$ cat src/three_phase_pwm_pkg.sv
// Package for the three-phase PWM control block: register map, field positions,
// divider and read-data constants and the structs that carry the register port and phase pins.
// Assumes a single 50 MHz clock domain and a byte-wide register port.
package three_phase_pwm_pkg;

	localparam int ADDR_W = 12;
	localparam int DATA_W = 8;

	// Register byte addresses
	localparam logic [ADDR_W-1:0] A_CONTROL_0 = 12'h348;
	localparam logic [ADDR_W-1:0] A_CONTROL_1 = 12'h34c;
	localparam logic [ADDR_W-1:0] A_SPECIAL = 12'h350;
	localparam logic [ADDR_W-1:0] A_DIVIDE = 12'h354;
	localparam logic [ADDR_W-1:0] A_BUFFER = 12'h358;
	localparam logic [ADDR_W-1:0] A_CARRIER = 12'h35c;
	localparam logic [ADDR_W-1:0] A_PROTECT = 12'h360;

	// Control 0 fields
	localparam int C0_EDGE = 0;
	localparam int C0_SRC = 1;
	localparam int C0_FUNC = 2;
	localparam int C0_OE = 3;
	localparam int C0_OVL_DIS = 4;
	localparam int C0_OVL_DET = 5;
	localparam int C0_SAW = 6;
	localparam int C0_SWTRIG = 7;

	// Control 1 fields
	localparam int C1_START = 0;
	localparam int C1_MODE = 1;
	localparam int C1_CPHASE = 3;
	localparam int C1_DT_DIS = 5;
	localparam int C1_DT_SEL = 6;

	// Carrier special control fields
	localparam int SP_RELOAD = 0;
	localparam int SP_CUTOFF = 1;

	// Protect register field
	localparam int PR_WEN = 1;

	localparam logic [3:0] DIV_W0 = 4'h0;
	localparam logic [3:0] DIV_ONE = 4'h1;
	localparam logic [DATA_W-1:0] RD_ZERO = 8'h00;

	typedef struct packed {
		logic [ADDR_W-1:0] addr;
		logic [DATA_W-1:0] wdata;
		logic wr;
		logic rd;
	} reg_req_s;

	// Six phase pins: [2:0] positive U,V,W and [5:3] negative U,V,W
	typedef struct packed {
		logic [5:0] out;
		logic [5:0] oe;
	} phase_pins_s;

endpackage
$ cat src/three_phase_motor_pwm_control.sv
// Three-phase motor PWM control: registers, forced cutoff, output gating,
// transfer and dead-time triggers, overlap guard and interrupt divider.
// Assumes the carrier timer, one-shot timers, dead-time timers and shift
// register sit outside on the same clock; only the cutoff pin is asynchronous.
//
// Local design decision: strobed register access.

// Function
// [RL1] Function select turns shared pin into cutoff
// [RL2] Cutoff enabled and pin low: pins float
// [RL3] Cutoff disabled and pin low: port drives
// [RL4] Edge select picks reload edge for counter
// [RL5] Mode 1: source picks underflow or edge
// [RL6] Mode 0: counter counts every underflow
// [RL7] First interrupt after n-1, then n
// [RL8] Function select enables dead-time, outputs, counter
// [RL9] Output enable floats or drives PWM pins
// [RL10] Output enable cleared by reset, write, overlap, cutoff
// [RL11] Overlap disable forbids both phases active
// [RL12] Overlap flag sets; only written zero clears
// [RL13] Software trigger fires transfer; reads zero
// [RL14] Buffers load once or every transfer
// [RL15] One-shot falling edge fires dead-time trigger
// [RL16] Transfer from underflow, software or carrier write
// [RL17] Start trigger only when carrier stopped
// [RL18] Mode bit selects secondary width usage
// [RL19] Carrier phase only triangular in mode 1
// [RL20] Software unlocks writes; changes bits while idle
// [RL21] Sawtooth needs mode 0, underflow reload
// [RL22] Shift-edge dead-time trigger only when complementary
// [RL23] Load divider before setting count source
// [RL24] Clear cutoff enable after pin returns high
module three_phase_motor_pwm_control (
	input wire logic ref_clk,
	input wire logic sys_rst,
	input wire three_phase_pwm_pkg::reg_req_s reg_req,
	output logic [7:0] reg_rdata,
	input wire logic forced_cutoff_pin_n,
	input wire logic carrier_underflow,
	input wire logic carrier_running,
	input wire logic phase_v_reload,
	input wire logic [2:0] one_shot,
	input wire logic [2:0] shift_out,
	input wire logic [2:0] pwm_pos,
	input wire logic [2:0] pwm_neg,
	input wire logic [5:0] port_data,
	input wire logic [5:0] port_dir,
	output three_phase_pwm_pkg::phase_pins_s phase_pins,
	output logic transfer_trigger,
	output logic dead_time_trigger,
	output logic start_trigger,
	output logic buffer_load,
	output logic carrier_irq,
	output logic dead_time_enable,
	output logic secondary_width_enable,
	output logic carrier_phase_active,
	output logic carrier_reload_timing
);

	typedef struct packed {
		logic edge_sel;
		logic cnt_src;
		logic func_sel;
		logic out_en;
		logic ovl_dis;
		logic ovl_det;
		logic saw;
		logic start_opt;
		logic phase_mode;
		logic cphase;
		logic dt_dis;
		logic dt_sel;
		logic reload_timing;
		logic cutoff_en;
		logic prot_wen;
		logic [3:0] div_n;
		logic [3:0] div_cnt;
		logic buf_pending;
		logic sd_meta;
		logic sd_sync;
		logic sd_prev;
		logic reload_prev;
		logic [2:0] shot_prev;
		logic [2:0] shift_prev;
		three_phase_pwm_pkg::phase_pins_s pins;
		logic [7:0] rdata;
		logic transfer;
		logic dt_trig;
		logic start;
		logic buf_load;
		logic irq;
		logic dt_en;
		logic sec_en;
		logic cp_act;
		logic reload_out;
	} state_s;

	state_s q, d;

	function automatic logic rise(input logic prev, input logic cur);
		return cur & ~prev;
	endfunction

	function automatic logic [2:0] fall3(input logic [2:0] prev, input logic [2:0] cur);
		return prev & ~cur;
	endfunction

	// Shared decode terms
	logic wr_c0, wr_c1, wr_sp, wr_div, wr_buf, wr_car, wr_pr, unlocked;
	logic sd_low, sd_fall, overlap, transfer, reload_edge, div_event;
	logic [2:0] ovl_vec, pos_g, neg_g;
	logic [4:0] next_cnt;
	logic [3:0] n_eff;

	always_comb begin
		// Protected registers need the unlock bit first
		unlocked = q.prot_wen; // RL20
		wr_c0 = reg_req.wr && reg_req.addr == three_phase_pwm_pkg::A_CONTROL_0 && unlocked;
		wr_c1 = reg_req.wr && reg_req.addr == three_phase_pwm_pkg::A_CONTROL_1 && unlocked;
		wr_sp = reg_req.wr && reg_req.addr == three_phase_pwm_pkg::A_SPECIAL && unlocked;
		wr_div = reg_req.wr && reg_req.addr == three_phase_pwm_pkg::A_DIVIDE;
		wr_buf = reg_req.wr && reg_req.addr == three_phase_pwm_pkg::A_BUFFER;
		wr_car = reg_req.wr && reg_req.addr == three_phase_pwm_pkg::A_CARRIER;
		wr_pr = reg_req.wr && reg_req.addr == three_phase_pwm_pkg::A_PROTECT;

		// Cutoff pin only counts when the function owns it
		sd_low = q.func_sel & ~q.sd_sync; // RL1
		sd_fall = q.func_sel & q.sd_prev & ~q.sd_sync; // RL1

		ovl_vec = pwm_pos & pwm_neg;
		overlap = q.func_sel & (|ovl_vec);

		// Transfer sources
		transfer = q.func_sel & (carrier_underflow | (wr_c0 & reg_req.wdata[three_phase_pwm_pkg::C0_SWTRIG])
			| (wr_car & q.start_opt)); // RL16 RL13

		// Counter event: edge source only in mode 1 with source bit set
		reload_edge = q.edge_sel ? ~phase_v_reload & q.reload_prev : rise(q.reload_prev, phase_v_reload); // RL4
		if (q.phase_mode && q.cnt_src) begin
			div_event = q.func_sel & reload_edge; // RL5
		end else begin
			div_event = q.func_sel & carrier_underflow; // RL6 RL5
		end
		n_eff = (q.div_n == three_phase_pwm_pkg::DIV_W0) ? three_phase_pwm_pkg::DIV_ONE : q.div_n;
		next_cnt = {1'b0, q.div_cnt} + 5'h01;

		// Forbidden overlap is masked on the pins at once
		pos_g = pwm_pos & ~(ovl_vec & {3{q.ovl_dis}}); // RL11
		neg_g = pwm_neg & ~(ovl_vec & {3{q.ovl_dis}}); // RL11
	end

	// Next-state logic for registers, triggers and pins
	always_comb begin
		d = q;
		d.transfer = 1'b0;
		d.dt_trig = 1'b0;
		d.start = 1'b0;
		d.buf_load = 1'b0;
		d.irq = 1'b0;
		d.rdata = three_phase_pwm_pkg::RD_ZERO;

		// Cutoff synchroniser; first stage feeds only the second
		d.sd_meta = forced_cutoff_pin_n;
		d.sd_sync = q.sd_meta;
		d.sd_prev = q.sd_sync;
		d.reload_prev = phase_v_reload;
		d.shot_prev = one_shot;
		d.shift_prev = shift_out;

		if (wr_pr) begin
			d.prot_wen = reg_req.wdata[three_phase_pwm_pkg::PR_WEN];
		end
		if (wr_c0) begin
			d.edge_sel = reg_req.wdata[three_phase_pwm_pkg::C0_EDGE];
			d.cnt_src = reg_req.wdata[three_phase_pwm_pkg::C0_SRC];
			d.func_sel = reg_req.wdata[three_phase_pwm_pkg::C0_FUNC];
			d.ovl_dis = reg_req.wdata[three_phase_pwm_pkg::C0_OVL_DIS];
			d.saw = reg_req.wdata[three_phase_pwm_pkg::C0_SAW];
			// A one is refused while the cutoff pin is low
			d.out_en = reg_req.wdata[three_phase_pwm_pkg::C0_OE] & ~sd_low; // RL10
			if (!reg_req.wdata[three_phase_pwm_pkg::C0_OVL_DET]) begin
				d.ovl_det = 1'b0; // RL12
			end
			// Source switching on: first interrupt one counter event early
			if (!q.cnt_src && reg_req.wdata[three_phase_pwm_pkg::C0_SRC]) begin
				d.div_cnt = three_phase_pwm_pkg::DIV_ONE; // RL7
			end
		end
		if (wr_c1) begin
			d.start_opt = reg_req.wdata[three_phase_pwm_pkg::C1_START];
			d.phase_mode = reg_req.wdata[three_phase_pwm_pkg::C1_MODE];
			d.cphase = reg_req.wdata[three_phase_pwm_pkg::C1_CPHASE];
			d.dt_dis = reg_req.wdata[three_phase_pwm_pkg::C1_DT_DIS];
			d.dt_sel = reg_req.wdata[three_phase_pwm_pkg::C1_DT_SEL];
		end
		if (wr_sp) begin
			d.reload_timing = reg_req.wdata[three_phase_pwm_pkg::SP_RELOAD];
			d.cutoff_en = reg_req.wdata[three_phase_pwm_pkg::SP_CUTOFF];
		end
		if (wr_div) begin
			d.div_n = reg_req.wdata[3:0];
			d.div_cnt = three_phase_pwm_pkg::DIV_W0;
		end

		// Hardware clears of output enable come after the write
		if (sd_fall || (overlap && q.ovl_dis)) begin
			d.out_en = 1'b0; // RL10
		end
		// Detection wins over a same-cycle software clear
		if (overlap) begin
			d.ovl_det = 1'b1; // RL12
		end

		// Triggers
		d.transfer = transfer; // RL16
		d.start = wr_car & ~carrier_running; // RL17
		if (wr_buf) begin
			d.buf_pending = 1'b1;
		end
		if (transfer) begin
			if (q.saw) begin
				d.buf_load = 1'b1; // RL14
			end else if (q.buf_pending) begin
				d.buf_load = 1'b1; // RL14
				d.buf_pending = wr_buf;
			end
		end
		if (q.func_sel) begin
			if (q.dt_sel) begin
				d.dt_trig = |(shift_out & ~q.shift_prev);
			end else begin
				d.dt_trig = |fall3(q.shot_prev, one_shot); // RL15
			end
			if (q.saw && transfer) begin
				d.dt_trig = 1'b1; // RL15 RL13
			end
		end

		// Interrupt divider; the counter holds while the function is off
		if (div_event) begin
			if (next_cnt >= {1'b0, n_eff}) begin
				d.irq = 1'b1; // RL7
				d.div_cnt = three_phase_pwm_pkg::DIV_W0;
			end else begin
				d.div_cnt = next_cnt[3:0];
			end
		end

		// Mode outputs
		d.dt_en = q.func_sel & ~q.dt_dis; // RL8
		d.sec_en = q.phase_mode; // RL18
		d.cp_act = q.cphase & q.phase_mode & ~q.saw; // RL19
		d.reload_out = q.reload_timing;

		// Pin control: cutoff beats enable; inactive function hands pins to the port
		if (!q.func_sel) begin
			d.pins.out = port_data;
			d.pins.oe = port_dir;
		end else if (sd_low) begin
			if (q.cutoff_en) begin
				d.pins.out = 6'h00; // RL2
				d.pins.oe = 6'h00; // RL2
			end else begin
				d.pins.out = port_data; // RL3
				d.pins.oe = port_dir; // RL3
			end
		end else if (q.out_en) begin
			d.pins.out = {neg_g, pos_g}; // RL9
			d.pins.oe = 6'h3f; // RL9
		end else begin
			d.pins.out = 6'h00; // RL9
			d.pins.oe = 6'h00; // RL9
		end

		// Read data, one cycle after the strobe; unmapped reads zero
		if (reg_req.rd) begin
			unique case (reg_req.addr)
				three_phase_pwm_pkg::A_CONTROL_0: d.rdata = {1'b0, q.saw, q.ovl_det, q.ovl_dis,
					q.out_en, q.func_sel, q.cnt_src, q.edge_sel}; // RL13
				three_phase_pwm_pkg::A_CONTROL_1: d.rdata = {1'b0, q.dt_sel, q.dt_dis, 1'b0, q.cphase,
					1'b0, q.phase_mode, q.start_opt};
				three_phase_pwm_pkg::A_SPECIAL: d.rdata = {q.sd_sync, 5'h00, q.cutoff_en, q.reload_timing};
				three_phase_pwm_pkg::A_DIVIDE: d.rdata = {4'h0, q.div_n};
				three_phase_pwm_pkg::A_PROTECT: d.rdata = {6'h00, q.prot_wen, 1'b0};
				default: d.rdata = three_phase_pwm_pkg::RD_ZERO;
			endcase
		end
	end

	// State register; all control clears on reset, cutoff idles high
	always_ff @(posedge ref_clk or posedge sys_rst) begin
		if (sys_rst) begin
			q <= '0; // RL10
			q.sd_meta <= 1'b1;
			q.sd_sync <= 1'b1;
			q.sd_prev <= 1'b1;
		end else begin
			q <= d;
		end
	end

	assign reg_rdata = q.rdata;
	assign phase_pins = q.pins;
	assign transfer_trigger = q.transfer;
	assign dead_time_trigger = q.dt_trig;
	assign start_trigger = q.start;
	assign buffer_load = q.buf_load;
	assign carrier_irq = q.irq;
	assign dead_time_enable = q.dt_en;
	assign secondary_width_enable = q.sec_en;
	assign carrier_phase_active = q.cp_act;
	assign carrier_reload_timing = q.reload_out;

	a_cutoff_floats: assert property (@(posedge ref_clk) disable iff (sys_rst) // RL2
		q.func_sel && q.cutoff_en && !q.sd_sync |=> phase_pins.oe == 6'h00)
		else $error("cutoff did not float the phase pins");

	a_port_revert: assert property (@(posedge ref_clk) disable iff (sys_rst) // RL3
		q.func_sel && !q.cutoff_en && !q.sd_sync |=> phase_pins.oe == $past(port_dir)
		&& phase_pins.out == $past(port_data))
		else $error("pins did not return to port control");

	a_cutoff_clears_en: assert property (@(posedge ref_clk) disable iff (sys_rst) // RL10
		q.func_sel && q.sd_prev && !q.sd_sync |=> !q.out_en
		##1 (phase_pins.oe == 6'h00 || phase_pins.oe == $past(port_dir)))
		else $error("cutoff edge left output enabled");

	a_overlap_flag: assert property (@(posedge ref_clk) disable iff (sys_rst) // RL12
		q.func_sel && |(pwm_pos & pwm_neg) |=> q.ovl_det)
		else $error("overlap not flagged");

	a_overlap_disable: assert property (@(posedge ref_clk) disable iff (sys_rst) // RL11
		q.func_sel && q.ovl_dis && |(pwm_pos & pwm_neg) |=> !q.out_en)
		else $error("forbidden overlap kept outputs on");

	a_swtrig_reads: assert property (@(posedge ref_clk) disable iff (sys_rst) // RL13
		reg_req.rd && reg_req.addr == three_phase_pwm_pkg::A_CONTROL_0 |=> !reg_rdata[7])
		else $error("software trigger read back as one");

	a_swtrig_fires: assert property (@(posedge ref_clk) disable iff (sys_rst) // RL13
		wr_c0 && q.func_sel && reg_req.wdata[7] |=> transfer_trigger && (dead_time_trigger || !$past(q.saw)))
		else $error("software trigger fired nothing");

	a_start_stopped: assert property (@(posedge ref_clk) disable iff (sys_rst) // RL17
		start_trigger |-> $past(carrier_running) == 1'b0 && $past(wr_car))
		else $error("start trigger while carrier running");

	a_off_no_irq: assert property (@(posedge ref_clk) disable iff (sys_rst) // RL8
		!q.func_sel |=> !carrier_irq && !dead_time_trigger)
		else $error("inactive function produced events");

endmodule

$ cat config.mk
export PLATFORM = sky130hd
export DESIGN_NAME = three_phase_motor_pwm_control
export DESIGN_NICKNAME = d
export VERILOG_FILES = /design/src/three_phase_pwm_pkg.sv /design/src/three_phase_motor_pwm_control.sv
export SDC_FILE = /design/constraint.sdc
export NUM_CORES = 1
export LEC_CHECK = 0
export BUFFER_PORTS_ARGS = -buffer_cell sky130_fd_sc_hd__buf_2
export CORE_MARGIN = 5
export CORE_UTILIZATION = 56
export CTS_CLUSTER_SIZE = 14
export DETAILED_ROUTE_END_ITERATION = 8
export PLACE_DENSITY = 0.81
export SYNTH_ARGS = -nofsm -noshare
export SYNTH_HDL_FRONTEND = slang
export SYNTH_SLANG_ARGS = --single-unit
$ cat constraint.sdc
create_clock -name ref_clk -period 5.42 [get_ports ref_clk]
set_clock_uncertainty 0.15 [all_clocks]
set_input_delay 0.271 -clock ref_clk [delete_from_list [all_inputs] [get_ports ref_clk]]
set_output_delay 0.271 -clock ref_clk [all_outputs]
set_load 0.01 [all_outputs]
Yosys cells after proc, flatten, opt, wreduce, memory -nomap -nowiden
Cells that the tools add are included.
{"block": "totals", "in_bits": 52, "elab_cells": 136, "output_inout_bits": 29, "memories": 0, "romBits": 0, "latch_bits": 0, "regBits": 63, "mem_bits_rw": 0}
{"block": "classes", "eq_ne": 8, "order_cmp": 1, "div": 0, "mux": 30, "n_reduce_logical": 26, "add_sub_neg": 1, "shifts": 0, "n_mul": 0, "bitwise_logic": 34}
{"op": "$eq A12 B10 Y1 const B", "count": 7}
{"op": "$mux W12", "count": 4}
{"op": "$pmux W8 S5", "count": 1}
{"op": "$mux W4", "count": 7}
{"op": "$and A3 B3 Y3", "count": 6}
{"op": "$mux W1", "count": 17}
{"op": "$and A1 B1 Y1", "count": 16}
{"op": "$logic_and A1 B1 Y1", "count": 14}
{"op": "$not A3 Y3", "count": 3}
{"op": "$reduce_or A3 Y1", "count": 3}
{"op": "$mux W8", "count": 1}
{"op": "$not A1 Y1", "count": 7}
{"op": "$reduce_bool A3 Y1", "count": 2}
{"op": "$add A4 B1 Y5 const B", "count": 1}
{"op": "$ge A5 B4 Y1", "count": 1}
{"op": "$logic_not A4 Y1", "count": 1}
{"op": "$reduce_and A2 Y1", "count": 2}
{"op": "$reduce_bool A2 Y1", "count": 2}
{"op": "$ne A2 B1 Y1 const B", "count": 1}
{"op": "$or A1 B1 Y1", "count": 2}
{"op": "$logic_not A1 Y1", "count": 1}
{"op": "$logic_or A1 B1 Y1", "count": 1}

Logic depth before layout (Yosys ltp)
{"block": "logic_depth", "depth_word": 10, "mapped_depth": 8, "depth_no_buf": 8}

Least setup slack after synthesis
No wires, ideal clock.
{"block": "synth_timing", "path_type": "flip-flop to flip-flop", "start": "register q[40] (netlist bit)", "end": "register q[41] (netlist bit)", "synth_period_minus_slack_ps": 1923, "required_ps": 5149, "setup_time_ps": 121, "path_stages_with_launch": 9, "arrival_time_ps": 1652, "n_path_buf": 0, "path_slack_ps": 3497, "cell_sequence": "dfrtp_1 ha_1 nand2b_1 nand2_1 ha_1 o21ai_0 o21ai_0 nor2_1 a22o_1"}
{"block": "synth_via", "elab_chain_len": 4}
{"element": "start, declared", "line_no": "three_phase_motor_pwm_control.sv:98", "source": "state_s q, d;"}
{"element": "$add A4 B1 Y5 (*)", "line_no": "three_phase_motor_pwm_control.sv:145", "source": "next_cnt = {1'b0, q.div_cnt} + 5'h01;"}
{"element": "$ge A5 B4 Y1", "line_no": "three_phase_motor_pwm_control.sv:241", "source": "if (next_cnt >= {1'b0, n_eff}) begin"}
{"element": "$mux W4 (*)", "line_no": "three_phase_motor_pwm_control.sv:241"}
{"element": "$mux W4 (*)", "line_no": "three_phase_motor_pwm_control.sv:240", "source": "if (div_event) begin"}
Every way passes the cells marked *; elsewhere a longest branch is shown, timed or not.
A chain may end at the register's enable or synchronous reset.

Final worst setup path
Ends and elaborated chain as after synthesis.

==> results.py <==
metrics = {
    "status": {
        "status": "complete, but fails checks",
        "violations": "negative hold slack",
    },
    "synthesis": {
        "synth.mux.area_fraction_pct": 7.34,
        "netlist.area_leader.share_pct": 50.7,
        "yosysMostFrequentCell": "dfrtp_1",
        "ys_ff_latch": 63,
        "async_flop_share_pct": 100,
        "synthAdderAreaFrac_pct": 2.11,
        "synthCells": 272,
        "synth-compound-area-share_pct": 10.4,
        "synth-main-ff-cell": "dfrtp_1",
        "ys_types": 54,
        "syn_nets": 329,
        "synth_top_area_cell": "dfrtp_1",
        "synth_xor_area_share_pct": 0.295,
        "synth_area_leaders": "dfrtp_1 (51%), nand2_1 (5.6%), mux2_2 (5.3%), buf_4 (5.1%), dfstp_2 (2.7%)",
        "synth_seq_area_share_pct": 53.3,
        "synthTopCellsByCount": "dfrtp_1 (60), nand2_1 (44), buf_4 (20), nor2_1 (16), mux2_2 (14)",
        "synth_top_family_by_area": "simple AND/OR/NAND/NOR gates",
        "syn_avg_cell_area_um2": 10.9,
        "yosysWarnings": 0,
        "netlist_area_um2": 2960,
        "synth-simple-area-share_pct": 18.7,
        "synth_edf_count": 0,
    },
    "sta": {
        "rsz0062_at_grt": "false",
        "period_share_pct": 39.3,
        "max_freq_mhz": 469,
        "fin_worst_hold_slack_ns": -0.00677,
        "tightest_slew_ns": 1.29,
        "fin_crit_ns": 2.13,
        "hold_viol": 5,
        "setup_viol": 0,
        "slew_headroom_pct": 13.3,
        "setup_tns_ns": 0,
        "maxSlewViolCount": 0,
    },
    "grt": {
        "busiest_layer": "met2",
        "grt_antenna_before_repair": 0,
        "grt_pass1_wl_um": 11100,
        "use_met3_pct": 5.97,
        "grt_pass1_vias": 2406,
        "track_usage_pct": 22.0,
        "grt_use_met2_pct": 35.3,
        "grt_max_degree": 64,
        "gr-total-overflow": 0,
        "met1_usage_pct": 27.0,
    },
    "cts": {
        "tritoncts": "yes",
        "cts_buffers": 9,
        "clock_latency_ns": 0.34,
        "clkSinkCount": 63,
        "root_buffer": "clkbuf_8",
        "clkTransAtPathRegs_ns": 0.07,
        "htreeDepth": 3,
        "clockBufferDepth": 2,
    },
    "floorplan": {
        "io_pins": 81,
        "start_util_pct": 57.7,
        "die-area_um2": 6850,
        "die_x_um": 82.8,
        "rows": 26,
        "die_h_um": 82.8,
        "core_area_um2": 5140,
    },
    "power": {
        "p_per_area_nw_per_um2": 287,
        "p_leak_nw": 1.85,
        "ir_drop_mv": 0.166,
    },
    "worst_setup_path": {
        "r2r_setup_slack_ns": 3.29,
        "cpPeakStageDelay_ns": 0.42,
        "critPathArrivalTime_ns": 2.21,
        "cp-end-kind": "register",
        "reg2reg_to": "q[41]",
        "required_ns": 5.50,
        "r2r-start": "q[40]",
        "start_kind": "register",
        "crit_fanout": 5,
        "path_cells": "ha_1 -> nand2b_1 -> nand2_1 -> ha_1 -> o21ai_0 -> o21ai_0 -> nor2_1 -> a22o_1",
        "r2r_cells": 8,
        "crit_type": "reg -> reg",
        "cp_slowest_cell": "dfrtp_1",
    },
    "finish": {
        "drive_gt1_share_pct": 34.4,
        "diodes": 0,
        "area_growth_pct": 25.0,
        "nets": 415,
        "fin_util_pct": 72.1,
    },
    "detailed_routing": {
        "wl_per_cell_um": 16.0,
        "vias": 2339,
        "drcViolationCount": 0,
        "via_per_inst": 5.40,
        "wl_um": 6920,
        "firstDrtPassIters": 4,
        "antenna_left": 0,
        "drtIter0Drc": 163,
    },
    "place": {
        "hpwl_um": 4790,
        "port_buffers": 80,
        "gp_congestion": 0.823,
    },
    "worst_hold_path": {
        "hp-class": "in -> async",
    },
    "flow_run": {
        "drv_cap": 0,
    },
}
==> layout make-up <==
cell class,instances,area (um^2)
clock inverter,6,92.6
clock buffer,10,138
inverter,10,37.5
fill,390,1430
multi-input combinational,172,1150
timing repair buffer,102,618
sequential,63,1580
tap,70,87.6
==> metrics by stage <==
| step | setup WS [ns] | hold WS (ns) | instances | area (um^2) | total power, W |
|---|---|---|---|---|---|
| final | 3.29 | -0.00677 | 433 | 3710 | 0.00106 |
| after detailed placement | 3.32 | 0.202 | 396 | 3270 | 0.000599 |
| after floorplan | 3.43 | 0.125 | 272 | 2960 | 0.000560 |
| after global routing | 3.16 | 0.0158 | 433 | 3710 | 0.00111 |
| after CTS | 3.31 | 0.0153 | 433 | 3710 | 0.00107 |
| after global placement | 3.39 | 0.196 | 396 | 3270 | 0.000595 |
==> how the worst max path moves through the flow <==
stage	start	end	slack (ns)	cells after the start
4_1_cts	q[40]	q[41]	3.31	8
3_5_place_dp	q[40]	q[41]	3.32	8
3_3_place_gp	q[40]	q[41]	3.39	8
6_report	q[40]	q[41]	3.29	8
5_1_grt	q[40]	q[41]	3.16	8
2_1_floorplan	sys_rst	buffer_load	3.43	1
==> state kept, by name (all words and copies together), names as in the netlist <==
name,flops
carrier_irq,1
start_trigger,1
carrier_reload_timing,1
reg_rdata,8
q,29
dead_time_trigger,1
secondary_width_enable,1
phase_pins,12
d,4
buffer_load,1
carrier_phase_active,1
dead_time_enable,1
transfer_trigger,1
unlocked,1
==> report_power, final <==
group	leakage (nW)	total [W]	switching (W)	internal (W)
Combinational	0.925	0.000109	0.0000558	0.0000531
Sequential	0.818	0.000493	0.00000782	0.000485
Clock	0.109	0.000462	0.000189	0.000274
Total	1.85	0.00106	0.000252	0.000812
==> worst max-delay path, delay by kind of cell, from the launching register on <==
family,cells,cell delay (ns)
AO/OA/AOI/OAI,3,0.67
AND/OR/NAND/NOR,3,0.32
adder cells (fa/ha/maj),2,0.46
flip-flops,1,0.42
==> what timing repair did <==
| action | 4_1_cts | 5_1_grt |
|---|---|---|
| hold endpoints to repair | 21 | 0 |
| setup buffers | 0 | 0 |
| gates resized for setup | 0 | 0 |
| hold buffers | 21 | 0 |
==> metal layers <==
metal	vias to the layer above	routed length (um)
met5	-	0
met4	0	165
met3	16	449
met2	81	3370
met1	1127	2930
li1	1115	-
==> layout by cell type (no fill, tap or decap), types with 8 or more instances in the layout <==
cell type	synthesis	routed
nand3_1	8	8
nor2_1	16	16
clkbuf_8	0	10
dlygate4sd3_1	0	21
mux2_2	14	14
nand2_1	44	44
buf_2	2	80
o21ai_0	9	9
inv_1	10	9
dfrtp_1	60	60
==> cell families (layout without fill, tap and decap cells) <==
family	Yosys count	count (layout)
AND/OR/NAND/NOR	106	106
flip-flops	63	63
AO/OA/AOI/OAI	40	40
buffers and inverters	37	128
multiplexers	20	20
adder cells (fa/ha/maj)	5	5
XOR/XNOR	1	1
(Power assumes the default switching activity.)
